File: config.mk
export PLATFORM = sky130hd
export DESIGN_NAME = sbrc_reply_config
export DESIGN_NICKNAME = d
export VERILOG_FILES = /design/src/hw/sbrc_slot_timer.v /design/src/hw/sbrc_reply_config.v
export VERILOG_INCLUDE_DIRS = /design/src /design/src/shared
export SDC_FILE = /design/constraint.sdc
export NUM_CORES = 1
export LEC_CHECK = 0
export ABC_AREA = 1
export BUFFER_PORTS_ARGS = -buffer_cell sky130_fd_sc_hd__buf_2
export CAP_MARGIN = 15
export CORE_ASPECT_RATIO = 0.6
export CORE_MARGIN = 3
export CORE_UTILIZATION = 25
export CTS_CLUSTER_DIAMETER = 50
export DETAILED_ROUTE_END_ITERATION = 6
export GPL_TIMING_DRIVEN = 0
export PLACE_DENSITY = 0.52
export SLEW_MARGIN = 30
export SYNTH_ARGS = -nofsm -noshare
export SYNTH_HDL_FRONTEND = slang
export SYNTH_SLANG_ARGS = --single-unit
File: constraint.sdc
create_clock -name pclk -period 2.5 [get_ports pclk]
set_clock_uncertainty 0.15 [all_clocks]
set_input_delay 0.125 -clock pclk [delete_from_list [all_inputs] [get_ports pclk]]
set_output_delay 0.125 -clock pclk [all_outputs]
set_load 0.1 [all_outputs]
File: src/shared/sbrc_map.vh
// Register map, field positions, reset values and timing counts of the reply configuration block
`ifndef SBRC_MAP_VH
`define SBRC_MAP_VH
`define SBRC_OFS_OPTION 8'h25
`define SBRC_OFS_ST0_LOW 8'h26
`define SBRC_OFS_ST0_HIGH 8'h27
`define SBRC_OFS_ST1_LOW 8'h28
`define SBRC_OFS_ST1_HIGH 8'h29
`define SBRC_OFS_CHECK 8'h2A
`define SBRC_OFS_STATUS 8'h2B
`define SBRC_BIT_PULLDOWN 7
`define SBRC_BIT_CHAIN 6
`define SBRC_BIT_LOWCUR 5
`define SBRC_BIT_WIDECLIP 4
`define SBRC_BIT_DETERR 3
`define SBRC_BIT_CRC 2
`define SBRC_BIT_P2EXT 1
`define SBRC_BIT_FREERUN 0
`define SBRC_FILTER_HI 7
`define SBRC_FILTER_LO 6
`define SBRC_RESET_BYTE 8'h00
`define SBRC_DEFAULT_START_US 13'h0014
`define SBRC_CLK_MHZ 125
`define SBRC_TICKS_PER_US 7'd125
`define SBRC_CLIP_NARROW_LO -102
`define SBRC_CLIP_NARROW_HI 307
`define SBRC_CLIP_WIDE 480
`define SBRC_ERROR_CODE 10'h1F4
`endif

File: src/hw/sbrc_slot_timer.v
// Microsecond start-time counter for one reply source
`timescale 1ns/10ps
`include "sbrc_map.vh"
module sbrc_slot_timer (
   input wire pclk,
   input wire presetn,
   input wire ce,
   input wire period_start,
   input wire enable,
   input wire [12:0] start_value,
   output reg start_pulse_ff
);
   // ==========================================
   // Effective start and counters
   localparam [6:0] TICK_LAST = `SBRC_TICKS_PER_US - 7'd1;
   reg [6:0] tick_ff;
   reg [12:0] us_ff;
   reg run_ff;
   wire [12:0] eff_start;
   assign eff_start = (start_value < `SBRC_DEFAULT_START_US) ? `SBRC_DEFAULT_START_US : start_value;
   always @(posedge pclk or negedge presetn) begin
      if (!presetn) begin
         tick_ff <= 7'h00;
         us_ff <= 13'h0000;
         run_ff <= 1'b0;
         start_pulse_ff <= 1'b0;
      end else if (ce) begin
         start_pulse_ff <= 1'b0;
         if (period_start) begin
            tick_ff <= 7'h00;
            us_ff <= 13'h0000;
            run_ff <= enable;
         end else if (run_ff) begin
            if (tick_ff == TICK_LAST) begin
               tick_ff <= 7'h00;
               us_ff <= us_ff + 13'h0001;
               if (us_ff + 13'h0001 == eff_start) begin
                  start_pulse_ff <= 1'b1;
                  run_ff <= 1'b0;
               end
            end else begin
               tick_ff <= tick_ff + 7'h01;
            end
         end
      end
   end
endmodule // sbrc_slot_timer

File: src/hw/sbrc_reply_config.v
// APB register bank and reply steering for the sensor bus reply configuration
`timescale 1ns/10ps
`include "sbrc_map.vh"
module sbrc_reply_config (
   input wire pclk,
   input wire presetn,
   input wire ce,
   input wire psel,
   input wire penable,
   input wire pwrite,
   input wire [31:0] paddr,
   input wire [31:0] pwdata,
   output reg [31:0] prdata,
   output reg pready,
   output reg pslverr,
   input wire psi5_mode,
   input wire diag_mode,
   input wire sync_detected,
   input wire period_start,
   input wire broadcast_read,
   input wire broadcast_kind,
   input wire init_phase2,
   input wire signed [10:0] rel_pressure,
   input wire internal_error,
   input wire [9:0] internal_error_code,
   output reg sync_pulldown_on_ff,
   output reg daisy_chain_on_ff,
   output reg low_current_on_ff,
   output reg crc_select_ff,
   output reg phase2_ext_on_ff,
   output reg free_running_send_send_ff,
   output reg [9:0] reply_data_ff,
   output reg reply_start_ff,
   output reg reply_source_ff,
   output reg reply_answer0_ff,
   output reg reply_answer1_ff,
   output reg check_error_ff
);
   // ==========================================
   // Pin synchronisers
   reg [1:0] s_psi5_ff;
   reg [1:0] s_diag_ff;
   reg [1:0] s_sync_ff;
   reg [1:0] s_per_ff;
   reg [1:0] s_brc_ff;
   reg [1:0] s_kind_ff;
   reg [1:0] s_p2_ff;
   always @(posedge pclk or negedge presetn) begin
      if (!presetn) begin
         s_psi5_ff <= 2'b00;
         s_diag_ff <= 2'b00;
         s_sync_ff <= 2'b00;
         s_per_ff <= 2'b00;
         s_brc_ff <= 2'b00;
         s_kind_ff <= 2'b00;
         s_p2_ff <= 2'b00;
      end else if (ce) begin
         s_psi5_ff <= {s_psi5_ff[0], psi5_mode};
         s_diag_ff <= {s_diag_ff[0], diag_mode};
         s_sync_ff <= {s_sync_ff[0], sync_detected};
         s_per_ff <= {s_per_ff[0], period_start};
         s_brc_ff <= {s_brc_ff[0], broadcast_read};
         s_kind_ff <= {s_kind_ff[0], broadcast_kind};
         s_p2_ff <= {s_p2_ff[0], init_phase2};
      end
   end
   wire psi5 = s_psi5_ff[1];
   wire diag = s_diag_ff[1];
   reg per_d_ff;
   reg brc_d_ff;
   wire per_pulse = s_per_ff[1] & ~per_d_ff;
   wire brc_pulse = s_brc_ff[1] & ~brc_d_ff;

   // ==========================================
   // Registers
   reg [7:0] option_ff;
   reg [7:0] st0_low_ff;
   reg [7:0] st0_high_ff;
   reg [7:0] st1_low_ff;
   reg [7:0] st1_high_ff;
   reg [7:0] check_ff;
   reg pd_armed_ff;
   // Register index is the word address, byte address is four times it
   wire [7:0] addr = paddr[9:2];
   wire acc_ok = ~psi5 | diag;
   wire is_st = (addr == `SBRC_OFS_ST0_LOW) | (addr == `SBRC_OFS_ST0_HIGH) |
                (addr == `SBRC_OFS_ST1_LOW) | (addr == `SBRC_OFS_ST1_HIGH);
   wire is_map = (addr == `SBRC_OFS_OPTION) | is_st | (addr == `SBRC_OFS_CHECK) | (addr == `SBRC_OFS_STATUS);
   wire hit_err = ~is_map | (paddr[31:10] != 22'h000000) | (paddr[1:0] != 2'b00) | (is_st & ~acc_ok);
   wire setup = psel & ~penable;
   wire wr = psel & penable & pready & pwrite & ~pslverr;
   wire [7:0] wb = pwdata[7:0];
   // Error detection XOR over the array
   wire [7:0] array_sum = option_ff ^ st0_low_ff ^ st0_high_ff ^ st1_low_ff ^ st1_high_ff;
   wire [7:0] status = {4'h0, check_error_ff, acc_ok, psi5, pd_armed_ff};
   reg [7:0] rd;
   always @* begin
      rd = 8'h00;
      case (addr)
         `SBRC_OFS_OPTION: rd = option_ff;
         `SBRC_OFS_ST0_LOW: rd = st0_low_ff;
         `SBRC_OFS_ST0_HIGH: rd = {st0_high_ff[7:6], 1'b0, st0_high_ff[4:0]};
         `SBRC_OFS_ST1_LOW: rd = st1_low_ff;
         `SBRC_OFS_ST1_HIGH: rd = {st1_high_ff[7:6], 1'b0, st1_high_ff[4:0]};
         `SBRC_OFS_CHECK: rd = check_ff;
         `SBRC_OFS_STATUS: rd = status;
         default: rd = 8'h00;
      endcase
   end
   always @(posedge pclk or negedge presetn) begin
      if (!presetn) begin
         pready <= 1'b0;
         pslverr <= 1'b0;
         prdata <= 32'h00000000;
         option_ff <= `SBRC_RESET_BYTE;
         st0_low_ff <= `SBRC_RESET_BYTE;
         st0_high_ff <= `SBRC_RESET_BYTE;
         st1_low_ff <= `SBRC_RESET_BYTE;
         st1_high_ff <= `SBRC_RESET_BYTE;
         check_ff <= `SBRC_RESET_BYTE;
      end else if (ce) begin
         pready <= setup;
         pslverr <= setup & hit_err;
         if (setup) begin
            prdata <= (hit_err | pwrite) ? 32'h00000000 : {24'h000000, rd};
         end
         if (wr) begin
            case (addr)
               `SBRC_OFS_OPTION: option_ff <= wb;
               `SBRC_OFS_ST0_LOW: st0_low_ff <= wb;
               `SBRC_OFS_ST0_HIGH: st0_high_ff <= {wb[7:6], 1'b0, wb[4:0]};
               `SBRC_OFS_ST1_LOW: st1_low_ff <= wb;
               `SBRC_OFS_ST1_HIGH: st1_high_ff <= {wb[7:6], 1'b0, wb[4:0]};
               `SBRC_OFS_CHECK: check_ff <= wb;
               default: check_ff <= check_ff;
            endcase
         end
      end
   end

   // ==========================================
   // Option decode
   wire chain = option_ff[`SBRC_BIT_CHAIN];
   wire free_eff = psi5 & option_ff[`SBRC_BIT_FREERUN] & ~chain;
   wire [12:0] st0 = {st0_high_ff[4:0], st0_low_ff};
   wire [12:0] st1 = {st1_high_ff[4:0], st1_low_ff};
   wire [1:0] flt0 = st0_high_ff[`SBRC_FILTER_HI:`SBRC_FILTER_LO];
   wire [1:0] flt1 = st1_high_ff[`SBRC_FILTER_HI:`SBRC_FILTER_LO];
   // Broadcast filter per source
   wire [1:0] flt [0:1];
   assign flt[0] = flt0;
   assign flt[1] = flt1;
   wire [1:0] ans;
   genvar g;
   generate
      for (g = 0; g < 2; g = g + 1) begin : g_flt
         assign ans[g] = (flt[g] == 2'b00) | (flt[g] == 2'b11) |
                         ((flt[g] == 2'b01) & ~s_kind_ff[1]) | ((flt[g] == 2'b10) & s_kind_ff[1]);
      end
   endgenerate

   // ==========================================
   // Slot timers
   wire start0;
   wire start1;
   sbrc_slot_timer u_timer0 (
      .pclk(pclk),
      .presetn(presetn),
      .ce(ce),
      .period_start(per_pulse),
      .enable(~free_eff),
      .start_value(st0),
      .start_pulse_ff(start0)
   );
   sbrc_slot_timer u_timer1 (
      .pclk(pclk),
      .presetn(presetn),
      .ce(ce),
      .period_start(per_pulse),
      .enable(~free_eff),
      .start_value(st1),
      .start_pulse_ff(start1)
   );

   // ==========================================
   // Data shaping
   reg [9:0] nxt_data;
   always @* begin
      nxt_data = rel_pressure[9:0];
      if (option_ff[`SBRC_BIT_WIDECLIP]) begin
         if (rel_pressure > `SBRC_CLIP_WIDE)
            nxt_data = 10'h1E0;
         else if (rel_pressure < -`SBRC_CLIP_WIDE)
            nxt_data = 10'h220;
      end else begin
         if (rel_pressure > `SBRC_CLIP_NARROW_HI)
            nxt_data = 10'h133;
         else if (rel_pressure < `SBRC_CLIP_NARROW_LO)
            nxt_data = 10'h39A;
      end
      if (internal_error) begin
         nxt_data = option_ff[`SBRC_BIT_DETERR] ? internal_error_code : `SBRC_ERROR_CODE;
      end
   end

   // ==========================================
   // Outputs
   always @(posedge pclk or negedge presetn) begin
      if (!presetn) begin
         per_d_ff <= 1'b0;
         brc_d_ff <= 1'b0;
         pd_armed_ff <= 1'b0;
         sync_pulldown_on_ff <= 1'b0;
         daisy_chain_on_ff <= 1'b0;
         low_current_on_ff <= 1'b0;
         crc_select_ff <= 1'b0;
         phase2_ext_on_ff <= 1'b0;
         free_running_send_send_ff <= 1'b0;
         reply_data_ff <= 10'h000;
         reply_start_ff <= 1'b0;
         reply_source_ff <= 1'b0;
         reply_answer0_ff <= 1'b0;
         reply_answer1_ff <= 1'b0;
         check_error_ff <= 1'b0;
      end else if (ce) begin
         per_d_ff <= s_per_ff[1];
         brc_d_ff <= s_brc_ff[1];
         if (s_sync_ff[1] & psi5 & option_ff[`SBRC_BIT_PULLDOWN])
            pd_armed_ff <= 1'b1;
         else if (~psi5 | ~option_ff[`SBRC_BIT_PULLDOWN])
            pd_armed_ff <= 1'b0;
         sync_pulldown_on_ff <= pd_armed_ff;
         daisy_chain_on_ff <= psi5 & chain;
         low_current_on_ff <= psi5 & option_ff[`SBRC_BIT_LOWCUR];
         crc_select_ff <= psi5 & option_ff[`SBRC_BIT_CRC];
         phase2_ext_on_ff <= psi5 & s_p2_ff[1] & option_ff[`SBRC_BIT_P2EXT];
         free_running_send_send_ff <= free_eff;
         reply_data_ff <= nxt_data;
         reply_start_ff <= start0 | (start1 & ~free_eff);
         if (start1 & ~start0 & ~free_eff)
            reply_source_ff <= 1'b1;
         else if (start0)
            reply_source_ff <= 1'b0;
         if (brc_pulse) begin
            reply_answer0_ff <= ans[0];
            reply_answer1_ff <= ans[1] & ~(psi5 & (free_eff | chain));
         end
         check_error_ff <= (array_sum != check_ff);
      end
   end
endmodule // sbrc_reply_config

* Yosys cells after proc, flatten, opt, wreduce, memory -nomap -nowiden
Cells that the tools add are included.
** Cells by class
- Add/subtract/negate cells :: 4
- Bitwise operators :: 64
- Order comparisons :: 6
- Multiplexer cells :: 43
- Reductions and logical operators :: 24
- Equality and inequality tests :: 18
** Operators by type and width (number)
- 13-bit two-way mux :: 8
- 10-bit two-way mux :: 7
- 8-bit by 6-bit equality test with 1-bit output (second input constant) :: 7
- 8-bit one-hot mux with 7 select lines :: 1
- 7-bit two-way mux :: 6
- 8-bit bitwise XOR :: 4
- 1-bit bitwise AND :: 27
- 13-bit by 1-bit adder with 13-bit output (second input constant) :: 2
- 13-bit equality test :: 2
- 13-bit by 5-bit < comparator with 1-bit output (second input constant) :: 2
- 3-bit AND reduction :: 8
- 11-bit by 10-bit greater-than comparator with 1-bit output (second input constant) :: 2
- 22-bit nonzero test :: 1
- 1-bit two-way mux :: 20
- 1-bit bitwise OR :: 20
- 7-bit by 1-bit adder with 7-bit output (second input constant) :: 2
- 7-bit equality test (second input constant) :: 2
- 2-bit nonzero test :: 7
- 1-bit NOT :: 13
- 2-bit AND reduction :: 6
- 11-bit by 10-bit < comparator with 1-bit output (second input constant) :: 1
- 11-bit by 8-bit < comparator with 1-bit output (second input constant) :: 1
- 2-bit equality test (second input constant) :: 4
- 8-bit two-way mux :: 1
- other kinds (3) :: 5
** Storage, ports and cells
- Flip-flop bits (word level) :: 162

* Logic depth before layout (Yosys ltp)
- Depth in word-level cells :: 13
- Gate-level depth with buffers :: 14
- Depth with buffers taken out :: 14

* Modules after synthesis
Synthesis repeated with hierarchy kept, for this count alone.
** Second synthesis, totals
- Cell total of the unflattened synthesis :: 1243
- Area total of the unflattened synthesis :: 8564.5 um^2
** Modules (own cells, without submodules)
- sbrc_reply_config :: sequential area each 2352.3 um^2, area each 5437.7 um^2, times used 1, cells each 779
- sbrc_slot_timer at u_timer0 :: sequential area each 550.5 um^2, area each 1572.8 um^2, times used 1, cells each 234
- sbrc_slot_timer at u_timer1 :: sequential area each 550.5 um^2, area each 1554.0 um^2, times used 1, cells each 230

* Worst setup path before layout
OpenSTA, ideal clock, no wires.
- Path kind :: reg2reg
- Start point :: reg pready
- End point :: reg option_ff[6]
- Period minus slack after synthesis :: 2.344 ns
- Setup slack :: 0.156 ns
- Cell stages (with the launch flop) :: 7
- Buffers on the path :: 1
- Arrival :: 2.064 ns
- Library setup time :: 0.130 ns
- Path through :: dfrtp_1 > clkinv_1 > nor3_2 > nand3_1 > clkbuf_1 > nand2_1 > o21ai_1
** Between the ends
- Word-level cells in the longest chain between the ends :: 4
** Ends and longest elaborated chain
- start: declaration :: RTL line sbrc_reply_config.v:14 : output reg pready,
- start signal: assignment :: RTL line sbrc_reply_config.v:122 : pready <= setup;
- 1-bit bitwise AND (3 in a row) :: RTL line sbrc_reply_config.v:91 : wire wr = psel & penable & pready & pwrite & ~pslverr;
- 3-bit AND reduction (no line)
- end signal: assignment :: RTL line sbrc_reply_config.v:115 : option_ff <= `SBRC_RESET_BYTE;
- end signal: assignment :: RTL line sbrc_reply_config.v:129 : `SBRC_OFS_OPTION: option_ff <= wb;
- end: declaration :: RTL line sbrc_reply_config.v:76 : reg [7:0] option_ff;
No other way between the ends.
A chain may end at the register's enable or synchronous reset.

* Worst setup path after layout
- Start point :: reg option_ff[4]
- End point :: reg reply_data_ff[4]
** Between the ends
- Word-level cells in the longest chain between the ends :: 2
** Ends and longest elaborated chain
- 10-bit two-way mux :: RTL line sbrc_reply_config.v:190 : if (option_ff[`SBRC_BIT_WIDECLIP]) begin
- 10-bit two-way mux :: RTL line sbrc_reply_config.v:201 : if (internal_error) begin
- end signal: assignment :: RTL line sbrc_reply_config.v:238 : reply_data_ff <= nxt_data;
- end: declaration :: RTL line sbrc_reply_config.v:32 : output reg [9:0] reply_data_ff,
No other way between the ends.

==> key figures <==
Global routing
  • Met3 GRT Util: 4.65%
  • Vias in the first global route: 7373
  • First-pass GRT wire length: 42800 um
  • Met2 Use GR: 21.0%
  • GR Layer Usage met1: 25.7%
  • Grt ovf: 0
  • GR peak layer: met1
  • Pin count of the biggest net entering global routing: 76
  • Global-route usage over all layers: 16.0%
  • Initial antenna violation count: 0

Die
  • Area of the die: 34500 um^2
  • Rows: 50
  • Core Area: 31500 um^2
  • Vert. Die Dim: 145 um
  • DIE WIDTH: 238 um
  • I/O pin cnt: 154
  • Starting Density: 25.6%

Worst setup path
  • CP Cell Sequence: inv_1, a21oi_1, inv_1, nand2_1, nand2_1, o21ai_1, dlygate4sd3_1, nand2_1
  • R2r worst-path depth: 8
  • Startpoint class of the critical path: flip-flop
  • CP max-delay cell: dlygate4sd3_1
  • Worst EP arrival: 2490 ps
  • CP Class: flip-flop to flip-flop
  • Worst r2r src: option_ff[4]
  • Critical Path Max Stage Delay: 570 ps
  • CP Capture Type: flip-flop
  • Critical Path RT: 2670 ps
  • Top cell by count, worst path: nand2_1
  • CP startpoint: option_ff[4]
  • Critical path fanouts, max: 6

Power and ir drop
  • Pint: 4.00 mW
  • Leak: 4.83 nW
  • PwrDens: 586 nW/um^2
  • Sw frac: 33.0%
  • VDD IR max: 0.532 mV
  • PnR Total Power: 5.97 mW
  • Clock power share: 41.6%
  • Comb pwr share: 17.5%
  • Sequential Power Share: 40.9%
  • Switching power: 1.97 mW

Clock network
  • Reg clk slew, reported paths: 70 ps
  • Clock buffer depth: 2
  • CTS Buf Count: 17
  • Clock Sinks: 138
  • CTS root buf: clkbuf_16
  • H-tree lvl count: 4
  • Clk_lat worst skew: 440 ps
  • CTS tree: done

Timing
  • Final setup vio count: 0
  • Tmin final: 2310 ps
  • Slew at the pin with the worst max-slew slack: 705 ps
  • Period utilization: 92.4%
  • RSZ-0062 raised after global routing: no
  • Hold Fails Final Rpt: 0
  • Peak Freq: 0.433 GHz
  • Worst setup margin: 189 ps
  • Max transition margin: 53.0%
  • Max-slew violation count: 0
  • Setup TNS: 0 ps

Synth
  • Syn Inst Count: 1107
  • Register area share after synthesis: 42.9%
  • Top post-synthesis cells by area: dfrtp_1 (43%), nand2_1 (15%), inv_1 (5.5%), nand3_1 (4.6%), o21ai_1 (4.4%)
  • Synth Area per Inst: 7.27 um^2
  • Register bit total from synthesis: 138
  • Distinct cells, synth: 39
  • Dominant cell type by area after synthesis: dfrtp_1
  • Post-synthesis cell area: 8050 um^2
  • Top cell type's share of synthesized area: 42.9%
  • Synth warn: 0

Place
  • Post-place setup slack: 53.7 ps
  • Post-DP HPWL: 21000 um
  • Placed Cells incl. Taps: 1651
  • IO buf count: 104
  • RD Place Congestion: 0.940

Job
  • Max-cap violations: 0

Route
  • Final WL: 27000 um
  • DRT Pass-1 Iters: 5
  • Routed wire per std cell: 15.7 um
  • Mean number of vias per cell: 4.61
  • Vias: 7927
  • Drt first-iter violations: 775
  • Antenna Nets Post-Route: 0
  • DRC errors left: 0

Layout
  • Ant diodes: 0
  • Final #Nets: 1401
  • Fill count: 3388
  • Area delta synth->final: 26.6%
  • Most frequent cells in the layout: nand2_1 (325), dfrtp_1 (137), inv_1 (119), buf_2 (109), nor2_1 (92)
  • Layout cells sized above 1: 16.2%
  • Most common cell after layout, fill and taps aside: nand2_1
  • Layout Cells excl Fill: 1721
  • Util after Layout: 32.4%

Min path
  • Hold crit path type: input port to flip-flop
  • Min-Delay Startpoint: pwdata[4]
  • Hold Crit Depth: 3

Status
  • Status: completed
per-stage QoR:
step / hold WS [ps] / cell area (um^2)
3_3_place_gp: 181 / 9180
2_1_floorplan: -321 / 8140
6_report: 4.81 / 10200
4_1_cts: 0.273 / 10200
3_5_place_dp: -43.6 / 9220
5_1_grt: 32.8 / 10200
worst paths after layout:
path,to,slack (ps)
max in group asynchronous,st1_high_ff[6],1330
hold / removal,st0_low_ff[4],5
setup reg to reg,reply_data_ff[4],190
hold reg to reg,u_timer0.tick_ff[6],320
min in group asynchronous,u_timer1.tick_ff[4],70
setup / recovery,reply_data_ff[4],190
sequential cells by signal (all words and copies together), names as in the netlist, 7 cells and up:
signal,cells
option_ff,8
u_timer0.tick_ff,7
st0_high_ff,7
st1_high_ff,7
check_ff,8
st1_low_ff,8
st0_low_ff,8
u_timer0.us_ff,13
prdata,8
reply_data_ff,10
u_timer1.tick_ff,7
u_timer1.us_ff,13
routing by layer:
| layer | vias to the layer above | routed length [um] |
|---|---|---|
| met2 | 251 | 10300 |
| met1 | 3735 | 14300 |
| met4 | 0 | 190 |
| met5 | - | 0 |
| met3 | 20 | 2190 |
| li1 | 3921 | - |
worst max-delay path: cells and delay by family (launching register included):
| kind | cells | cell delay (ps) |
|---|---|---|
| AO/OA/AOI/OAI | 2 | 410 |
| AND/OR/NAND/NOR | 3 | 190 |
| flip-flops | 1 | 510 |
| buffers and inverters | 3 | 940 |
Yosys cell counts, drive strengths merged:
master and n:
nor3b 3, conb 1, ha 10, dfrtp 138, xor2 20, clkinv 3
xnor2 19, o211ai 2, o31ai 2, buf 33, o21a 1, nor3 17
or2 1, and3 1, inv 137, a21oi 28, clkbuf 10, nand3b 1
o2111ai 2, a221oi 3, nor4 6, nor2 105, nand4 16, nand2 328
nand3 74, o22ai 18, a31oi 6, a211oi 3, a32o 1, o21ai 118
cell type report:
type / instances / area [um^2] / area share, %
Multi-Input combinational cell: 809 / 3920 / 38.5
Sequential cell: 138 / 3450 / 33.9
Timing Repair Buffer: 143 / 936 / 9.19
Inverter: 140 / 526 / 5.16
Tap cell: 416 / 520 / 5.11
Clock buffer: 20 / 467 / 4.58
Buffer: 43 / 263 / 2.58
Clock inverter: 12 / 101 / 0.995
power by group through the flow:
stage,logic [mW],clock network [mW],registers (mW)
after global routing,1.14,2.62,2.46
final,1.05,2.48,2.44
after CTS,1.04,2.55,2.44
after global placement,0.983,0,2.48
after floorplan,0.520,0,2.65
after detailed placement,0.994,0,2.47
cell families after synthesis:
group	count (synthesis)	synth area share [%]
other	1	0.0466
DFF	138	42.9
AOI/OAI and AO/OA	184	12.5
buffers and inverters	183	9.79
adders and majority gates	10	1.55
and+or+nand+nor	552	28.9
xor gates and xnor gates	39	4.24
repair_timing:
item	in CTS	in global routing
setup endpoints to repair	0	22
gates resized for setup	0	6
setup buffers	0	1
hold endpoints to repair	201	0
hold buffers	37	0
Note: power is estimated with default switching activity, not from simulation.
